`src/logic/sbdec_pkg.sv`:
```
// Functional notes
// debounce ignores momentary single-bit deviations
// disagreeing history holds internal signal state
// change only after debounce-length equal frames
// debounce length selectable 2, 3 or off
// after init signals stay default until debounced
// optional echo of received bit as input
// echoed bit may be inverted
// peer mode never echoes to same address
// sender compares echo, response is application's
// word accepted only if check copy matches
// check per byte or word, rx/tx independent
// device sends check data with its word
// device verifies check and responds to errors
// multi-bit output device uses complement checking
// ride-through option and selectable default output
// check errors reported on input signal 9
// check transmission enabled by address allocation
// error when received check differs from computed
// default: error forces outputs to default now
// ride-through holds last value, fault after 3
// one valid transmission clears fault and count
// history advances once per frame at sync
package sbdec_pkg;
    localparam int unsigned CLK_NS      = 8;
    localparam int unsigned SYNC_NS     = 500;
    localparam int unsigned SYNC_CYC    = (SYNC_NS + CLK_NS - 1) / CLK_NS;
    localparam int unsigned LOSS_NS     = 1700000;
    localparam int unsigned LOSS_CYC    = LOSS_NS / CLK_NS;
    localparam int unsigned RIDE_MAX    = 3;
    localparam int unsigned NBITS       = 8;
    // frame slot addresses
    localparam logic [6:0]  RX_BIT_BASE = 7'h10;
    localparam logic [6:0]  RX_WD_BASE  = 7'h20;
    localparam logic [6:0]  RX_CK_BASE  = 7'h30;
    localparam logic [6:0]  TX_WD_BASE  = 7'h40;
    localparam logic [6:0]  TX_CK_BASE  = 7'h50;
    localparam logic [6:0]  FAULT_ADDR  = 7'h09;
    // register offsets
    localparam logic [7:0]  CTRL_OFS    = 8'h00;
    localparam logic [7:0]  DFLT_OFS    = 8'h04;
    localparam logic [7:0]  TXWD_OFS    = 8'h08;
    localparam logic [7:0]  STAT_OFS    = 8'h0c;
    localparam logic [7:0]  RXWD_OFS    = 8'h10;
    localparam logic [31:0] CTRL_RST    = 32'h0000_0000;
    localparam logic [15:0] DFLT_RST    = 16'h0000;
    localparam logic [15:0] TXWD_RST    = 16'h0000;
    // debounce length codes
    localparam logic [1:0]  DEB_OFF     = 2'h0;
    localparam logic [1:0]  DEB_TWO     = 2'h2;
    localparam logic [1:0]  DEB_THREE   = 2'h3;

    typedef struct packed {
        logic [11:0] unused;
        logic [6:0]  echo_addr;  // [19:13]
        logic        cdr_byte;   // [12] per-byte check
        logic        cdr_tx_en;  // [11]
        logic        alloc32;    // [10]
        logic        ride_en;    // [9]
        logic        cdr_rx_en;  // [8]
        logic [1:0]  echo_sel;   // [7:6] echoed bit index low
        logic        p2p;        // [5]
        logic        echo_inv;   // [4]
        logic        echo_en;    // [3]
        logic        deb_hi;     // [2] unused pad
        logic [1:0]  deb_len;    // [1:0]
    } sbdec_ctrl_s;

    typedef enum logic [0:0] {LS_LOST, LS_RUN} sbdec_link_e;
endpackage

```
`src/logic/sbdec_top.sv`:
```
// Register access over Wishbone and the register addresses were chosen for this implementation.
`timescale 1ns/1ps
module sbdec_top
    import sbdec_pkg::*;
#(
    parameter int unsigned LOSS_CYCLES = LOSS_CYC
) (
    input  wire logic              clock,
    input  wire logic              sys_rst,
    input  wire logic              wb_cyc_i,
    input  wire logic              wb_stb_i,
    input  wire logic              wb_we_i,
    input  wire logic [7:0]        wb_adr_i,
    input  wire logic [3:0]        wb_sel_i,
    input  wire logic [31:0]       wb_dat_i,
    output logic      [31:0]       wb_dat_o,
    output logic                   wb_ack_o,
    input  wire logic              bus_clk_i,
    input  wire logic              bus_data_i,
    output logic                   bus_data_o,
    output logic                   bus_data_oe,
    output logic      [NBITS-1:0]  deb_sig,
    output logic      [15:0]       word_out,
    output logic                   fault_o
);
    function automatic logic [31:0] merge(input logic [31:0] old_v,
                                          input logic [31:0] new_v,
                                          input logic [3:0]  sel);
        logic [31:0] r;
        r = old_v;
        for (int b = 0; b < 4; b++) begin
            if (sel[b]) begin
                r[b*8 +: 8] = new_v[b*8 +: 8];
            end
        end
        return r;
    endfunction

    sbdec_ctrl_s ctrl_r;
    logic [15:0] dflt_r;
    logic [15:0] txwd_r;
    logic [15:0] acc_r;
    logic [1:0]  ride_r;
    logic        cdr_err_r;

    // pin synchronisers
    logic [1:0] clk_s_r;
    logic [1:0] dat_s_r;
    logic       clk_prev_r;
    always_ff @(posedge clock or posedge sys_rst) begin
        if (sys_rst) begin
            // link clock idles high: no false edge after reset
            clk_s_r    <= 2'h3;
            dat_s_r    <= 2'h0;
            clk_prev_r <= 1'b1;
        end else begin
            clk_s_r    <= {clk_s_r[0], bus_clk_i};
            dat_s_r    <= {dat_s_r[0], bus_data_i};
            clk_prev_r <= clk_s_r[1];
        end
    end
    logic rise;
    logic fall;
    assign rise = clk_s_r[1] & ~clk_prev_r;
    assign fall = ~clk_s_r[1] & clk_prev_r;

    // frame timing: sync period and clock loss
    logic [31:0] idle_r;
    logic        in_sync_r;
    logic        frame_end;
    sbdec_link_e link_r;
    logic [6:0]  addr_r;
    assign frame_end = (idle_r == 32'(SYNC_CYC)) && (link_r == LS_RUN);
    always_ff @(posedge clock or posedge sys_rst) begin
        if (sys_rst) begin
            idle_r    <= 32'h0;
            in_sync_r <= 1'b0;
            link_r    <= LS_LOST;
            addr_r    <= 7'h0;
        end else begin
            if (rise || fall) begin
                idle_r <= 32'h0;
            end else if (idle_r != 32'(LOSS_CYCLES)) begin
                idle_r <= idle_r + 32'h1;
            end
            if (idle_r == 32'(LOSS_CYCLES)) begin
                link_r <= LS_LOST;
            end else if (fall) begin
                link_r <= LS_RUN;
            end
            if (frame_end) begin
                in_sync_r <= 1'b1;
                addr_r    <= 7'h0;
            end else if (rise) begin
                in_sync_r <= 1'b0;
                addr_r    <= addr_r + 7'h1;
            end
        end
    end

    // received slots, sampled on link clock rise
    logic [NBITS-1:0] rxb_r;
    logic [15:0]      rxw_r;
    logic [15:0]      rxc_r;
    logic [6:0]       off_w;
    logic [6:0]       off_c;
    assign off_w = addr_r - RX_WD_BASE;
    assign off_c = addr_r - RX_CK_BASE;
    always_ff @(posedge clock or posedge sys_rst) begin
        if (sys_rst) begin
            rxb_r <= '0;
            rxw_r <= 16'h0;
            rxc_r <= 16'h0;
        end else if (rise) begin
            if (addr_r >= RX_BIT_BASE && addr_r < RX_BIT_BASE + 7'(NBITS)) begin
                rxb_r[3'(addr_r - RX_BIT_BASE)] <= dat_s_r[1];
            end else if (addr_r >= RX_WD_BASE && off_w < 7'h10) begin
                rxw_r[off_w[3:0]] <= dat_s_r[1];
            end else if (addr_r >= RX_CK_BASE && off_c < 7'h10) begin
                rxc_r[off_c[3:0]] <= dat_s_r[1];
            end
        end
    end

    // per-bit debounce
    logic [1:0] hist_r [NBITS];
    logic       lost;
    assign lost = (link_r == LS_LOST);
    generate
        for (genvar i = 0; i < NBITS; i++) begin : g_deb
            logic nb;
            assign nb = rxb_r[i];
            always_ff @(posedge clock or posedge sys_rst) begin
                if (sys_rst) begin
                    hist_r[i]  <= 2'h0;
                    deb_sig[i] <= 1'b0;
                end else if (lost) begin
                    hist_r[i]  <= 2'h0;
                    deb_sig[i] <= 1'b0;
                end else if (frame_end) begin
                    hist_r[i] <= {hist_r[i][0], nb};
                    case (ctrl_r.deb_len)
                        DEB_OFF: deb_sig[i] <= nb;
                        DEB_TWO: begin
                            if (nb == hist_r[i][0]) begin
                                deb_sig[i] <= nb;
                            end
                        end
                        DEB_THREE: begin
                            if (nb == hist_r[i][0] && nb == hist_r[i][1]) begin
                                deb_sig[i] <= nb;
                            end
                        end
                        default: deb_sig[i] <= deb_sig[i];
                    endcase
                end
            end
        end
    endgenerate

    // complement check on received word
    logic [1:0] ok;
    logic       good;
    assign ok[0] = (rxc_r[7:0] == ~rxw_r[7:0]);
    assign ok[1] = (rxc_r[15:8] == ~rxw_r[15:8]);
    assign good  = ctrl_r.cdr_byte ? ok[0] : &ok;
    always_ff @(posedge clock or posedge sys_rst) begin
        if (sys_rst) begin
            word_out  <= 16'h0;
            acc_r     <= 16'h0;
            ride_r    <= 2'h0;
            fault_o   <= 1'b0;
            cdr_err_r <= 1'b0;
        end else if (lost) begin
            word_out <= dflt_r;
            ride_r   <= 2'h0;
            fault_o  <= 1'b0;
        end else if (frame_end) begin
            if (!ctrl_r.cdr_rx_en || good) begin
                word_out  <= ctrl_r.cdr_byte
                           ? {word_out[15:8], rxw_r[7:0]} : rxw_r;
                acc_r     <= rxw_r;
                ride_r    <= 2'h0;
                fault_o   <= 1'b0;
                cdr_err_r <= 1'b0;
            end else begin
                cdr_err_r <= 1'b1;
                if (!ctrl_r.ride_en) begin
                    word_out <= dflt_r;
                    fault_o  <= 1'b1;
                end else if (ride_r == 2'(RIDE_MAX - 1)) begin
                    word_out <= dflt_r;
                    fault_o  <= 1'b1;
                end else begin
                    ride_r <= ride_r + 2'h1;
                end
            end
        end
    end

    // transmit slots: fault flag, echo, own word with check
    logic       echo_ok;
    logic       echo_bit;
    logic [6:0] off_tw;
    logic [6:0] off_tc;
    logic [2:0] echo_idx;
    assign echo_idx = {1'b0, ctrl_r.echo_sel};
    assign echo_ok  = ctrl_r.echo_en && !(ctrl_r.p2p
                    && ctrl_r.echo_addr == RX_BIT_BASE + 7'(echo_idx));
    assign echo_bit = deb_sig[echo_idx] ^ ctrl_r.echo_inv;
    assign off_tw   = addr_r - TX_WD_BASE;
    assign off_tc   = addr_r - TX_CK_BASE;
    always_ff @(posedge clock or posedge sys_rst) begin
        if (sys_rst) begin
            bus_data_o  <= 1'b0;
            bus_data_oe <= 1'b0;
        end else if (lost || in_sync_r) begin
            bus_data_o  <= 1'b0;
            bus_data_oe <= 1'b0;
        end else begin
            bus_data_oe <= 1'b0;
            bus_data_o  <= 1'b0;
            if (addr_r == FAULT_ADDR && ctrl_r.cdr_rx_en) begin
                bus_data_oe <= 1'b1;
                bus_data_o  <= fault_o;
            end else if (echo_ok && addr_r == ctrl_r.echo_addr) begin
                bus_data_oe <= 1'b1;
                bus_data_o  <= echo_bit;
            end else if (addr_r >= TX_WD_BASE && off_tw < 7'h10) begin
                bus_data_oe <= 1'b1;
                bus_data_o  <= txwd_r[off_tw[3:0]];
            end else if (ctrl_r.cdr_tx_en && ctrl_r.alloc32
                         && addr_r >= TX_CK_BASE && off_tc < 7'h10) begin
                bus_data_oe <= 1'b1;
                bus_data_o  <= ~txwd_r[off_tc[3:0]];
            end
        end
    end

    // classic wishbone slave
    logic req;
    assign req = wb_cyc_i & wb_stb_i;
    always_ff @(posedge clock or posedge sys_rst) begin
        if (sys_rst) begin
            wb_ack_o <= 1'b0;
            wb_dat_o <= 32'h0;
        end else begin
            wb_ack_o <= req & ~wb_ack_o;
            wb_dat_o <= 32'h0;
            if (req && !wb_ack_o && !wb_we_i) begin
                if (wb_adr_i == CTRL_OFS) begin
                    wb_dat_o <= ctrl_r;
                end else if (wb_adr_i == DFLT_OFS) begin
                    wb_dat_o <= {16'h0, dflt_r};
                end else if (wb_adr_i == TXWD_OFS) begin
                    wb_dat_o <= {16'h0, txwd_r};
                end else if (wb_adr_i == STAT_OFS) begin
                    wb_dat_o <= {19'h0, link_r == LS_RUN, cdr_err_r,
                                 ride_r, fault_o, deb_sig};
                end else if (wb_adr_i == RXWD_OFS) begin
                    wb_dat_o <= {16'h0, acc_r};
                end
            end
        end
    end

    logic wr;
    assign wr = req & wb_ack_o & wb_we_i;
    always_ff @(posedge clock or posedge sys_rst) begin
        if (sys_rst) begin
            ctrl_r <= CTRL_RST;
            dflt_r <= DFLT_RST;
            txwd_r <= TXWD_RST;
        end else if (wr) begin
            if (wb_adr_i == CTRL_OFS) begin
                ctrl_r <= merge(ctrl_r, wb_dat_i, wb_sel_i) & 32'h000f_ffff;
            end else if (wb_adr_i == DFLT_OFS) begin
                dflt_r <= 16'(merge({16'h0, dflt_r}, wb_dat_i, wb_sel_i));
            end else if (wb_adr_i == TXWD_OFS) begin
                txwd_r <= 16'(merge({16'h0, txwd_r}, wb_dat_i, wb_sel_i));
            end
        end
    end
endmodule // sbdec_top
```
`config.mk`:
```
export PLATFORM = sky130hd
export DESIGN_NAME = sbdec_top
export DESIGN_NICKNAME = d
export VERILOG_FILES = /design/src/logic/sbdec_pkg.sv /design/src/logic/sbdec_top.sv
export SDC_FILE = /design/constraint.sdc
export NUM_CORES = 1
export LEC_CHECK = 0
export BUFFER_PORTS_ARGS = -buffer_cell sky130_fd_sc_hd__buf_4
export CORE_ASPECT_RATIO = 0.6
export CORE_UTILIZATION = 53
export DETAILED_ROUTE_END_ITERATION = 8
export GPL_TIMING_DRIVEN = 0
export PLACE_DENSITY = 0.73
export SYNTH_ARGS = -nofsm -noshare
export SYNTH_HDL_FRONTEND = slang
export SYNTH_SLANG_ARGS = --single-unit
export TNS_END_PERCENT = 5
```
`constraint.sdc`:
```
create_clock -name clock -period 8 [get_ports clock]
set_input_delay 0.8 -clock clock [delete_from_list [all_inputs] [get_ports clock]]
set_output_delay 0.8 -clock clock [all_outputs]
set_load 0.01 [all_outputs]
```
==> summary.txt <==
Max clock buf depth -> 3
P per Cell Area -> 209 nW/um^2
WP data arrival -> 3970 ps
Hold WS -> 346 ps
Core ar. -> 20100 um^2
Cells after synthesis -> 963
Die ar. -> 21100 um^2
Final setup fails -> 0
Avg Synthesized Cell Area -> 11.3 um^2
Final Critical Period -> 3590 ps
Rows -> 40
CP Capture Type -> flip-flop
Simple-Gate Fraction of Synth Area -> 0.143
Fin cells -> 1370
WP data required -> 8380 ps
First-pass GRT wire length -> 46200 um
Vias in the first global route -> 7925
Synth top area share -> 0.502
Io pins -> 111
Initial antenna violation count -> 0
Largest net degree at the start of global routing -> 121
Gr ovfl total -> 0
Most frequent cells in the layout -> 218 x dfrtp_1, 99 x buf_4, 99 x mux2_2
Number of setup buffers added after CTS -> 0
CTS Sinks -> 221
Post-synth top flop -> dfrtp_1
Reg2reg setup slack -> 4410 ps
Outcome -> finished, final reports clean
GP Congestion -> 0.923
Antenna Cells -> 0
Root Driver -> clkbuf_16
Crit. Startpoint -> addr_r[0]
Synth top area cells -> dfrtp_1 50%, mux2_2 10%, xnor2_1 3.5%, nand2_1 2.8%, mux2i_1 1.9%
Die height -> 113 um
DR vias -> 8280
Hold path depth -> 0
HPWL Detailed -> 21500 um
Synth warn -> 0
Worst r2r path cells -> 10
Setup Skew -> 29.7 ps
Crit Path Max Fanout -> 10
Post-synthesis compound-gate area fraction -> 0.107
Post-CTS Resized -> 0
GRT Overall Usage -> 0.287
Slew Viols, Final -> 0
Worst Hold Class -> reg -> reg
Port buffer count -> 85
Post-synth EDFFs -> 0
Number of CTS-inserted buffers -> 21
Netlist cell types -> 61
Antenna Nets Post-Route -> 0
Synth Area in Adders -> 0.0150
DRC viols -> 0
Via-to-Cell Ratio -> 6.04
CTS tree -> built
Final wirelength -> 29300 um
Mux cell area share after synthesis -> 0.143
CP endpoint -> rxc_r[3]
Crit path kind -> reg -> reg
Sequential cell area fraction in the yosys report -> 0.509
Fin nets -> 1147
Cells after DPL -> 1333
Max VDD drop -> 0.000163 V
Die span in x -> 187 um
Max-Cap Viols -> 0
Layout area overhead -> 15.8%
Final period util -> 0.448
Worst-Margin Slew -> 1400 ps
Final hold violations -> 0
Post-synth ARST share -> 1.00
Slew HR -> 0.0610
CTS hold repair buffers -> 0
R2R Path End -> rxc_r[3]
LEAKAGE -> 5.75 nW
Initial Utilization -> 0.542
Yosys reg bits -> 221
Routed WL per cell -> 21.4 um
Clk_lat worst skew -> 520 ps
Mapped Area -> 10900 um^2
Cell taking the most area after synthesis -> dfrtp_1
Critical path launch point type -> flip-flop
H-tree Lvls -> 1
RSZ-0062 raised after global routing -> no
First-pass detailed-route iteration total -> 5
1st-iter DRT viols -> 766
Post-Synth XOR/XNOR Area -> 0.0491
Largest family of logic cells by synthesized area -> simple AND/OR/NAND/NOR gates
CTS clk-pin slew, worst paths -> 60 ps
Most common cell after layout, fill and taps aside -> dfrtp_1
R2r startpoint -> addr_r[0]
FMAX -> 0.279 GHz
Share of layout cells above drive strength 1 -> 0.242
worst min-delay path by stage:
stage                     from    endpoint  slack [ps]
floorplan           dat_s_r[0]  dat_s_r[1]         330
global placement    dat_s_r[0]  dat_s_r[1]         330
detailed placement  dat_s_r[0]  dat_s_r[1]         340
CTS                 dat_s_r[0]  dat_s_r[1]         350
global route        dat_s_r[0]  dat_s_r[1]         350
finish              dat_s_r[0]  dat_s_r[1]         350
cells by family (layout without fill, tap and decap cells):
kind of cell,after synthesis,in the layout
simple gates,296,296
flops,221,221
compound gates,158,158
mux,133,133
buf+inv,80,203
xor+xnor,61,61
fa+ha+maj,13,13
other cells,1,12
Yosys cell counts, types with 7 or more instances:
library cell and number:
nand4_1 30, ha_1 13, and3_1 16, o21ai_0 33, a221oi_1 13, nor3_1 9, nor2_1 41, nor4_1 15
clkbuf_1 37, mux2i_1 21, nand3_1 20, xor2_1 18, a41o_1 8, buf_4 14, nand2b_1 17, and2_1 33
o22a_1 16, nand2_1 82, a31oi_1 14, inv_1 13, a21boi_0 26, mux2_2 99, a21oi_1 7, dfrtp_1 218
or3_1 7, xnor2_1 43, a311o_1 8, nor2b_1 10, o211ai_1 8, a211oi_1 10, mux2_4 9, buf_2 9
through the flow:
| step | util | instance area [um^2] | worst slack (ps) | total power [W] | TNS, ps |
|---|---|---|---|---|---|
| 2_1_floorplan | - | 10900 | 1160 | 0.00149 | 0 |
| 3_3_place_gp | 0.593 | 11900 | -1320 | 0.00164 | -283100 |
| 3_5_place_dp | 0.595 | 11900 | 4460 | 0.00166 | 0 |
| 4_1_cts | 0.628 | 12600 | 4440 | 0.00264 | 0 |
| 5_1_grt | 0.628 | 12600 | 4180 | 0.00275 | 0 |
| 6_report | 0.628 | 12600 | 4410 | 0.00264 | 0 |
cell type report:
type / instances / area, um^2
fill: 1585 / 7470
sequential: 221 / 5530
multi-input combinational: 673 / 5000
timing repair buffer: 86 / 666
clock buffer: 27 / 558
tap: 273 / 342
buffer: 64 / 319
clock inverter: 10 / 109
inverter: 16 / 67.6
per-layer routing:
layer  share of wire  GRT usage  vias up
li1                -          -     3705
met1            0.48      0.439     4137
met2            0.39      0.389      389
met3            0.11     0.0940       49
met4           0.024     0.0710        0
met5               0          0        -
state kept, by name, indices dropped and copies added, names as in the netlist, 7 cells and up:
register / count
acc_r: 16
word_out: 16
dflt_r: 16
hist_r: 16
addr_r: 7
ctrl_r: 20
rxc_r: 16
rxw_r: 16
idle_r: 32
wb_dat_o: 20
rxb_r: 8
deb_sig: 8
txwd_r: 16
worst max-delay path, cell delays in order (launching register included):
cell and delay (ps):
dfrtp_1 370, clkbuf_1 660, inv_1 240, ha_1 380, and3b_1 210, o21ai_0 280, a41oi_1 170, o21ai_1 400
buf_2 310, nand4_1 140, mux2_2 310
power by group:
| part | internal, W | switching (W) |
|---|---|---|
| clock network | 0.000560 | 0.000436 |
| logic | 0.000158 | 0.000246 |
| registers | 0.00117 | 0.0000624 |
(Power assumes the default switching activity.)
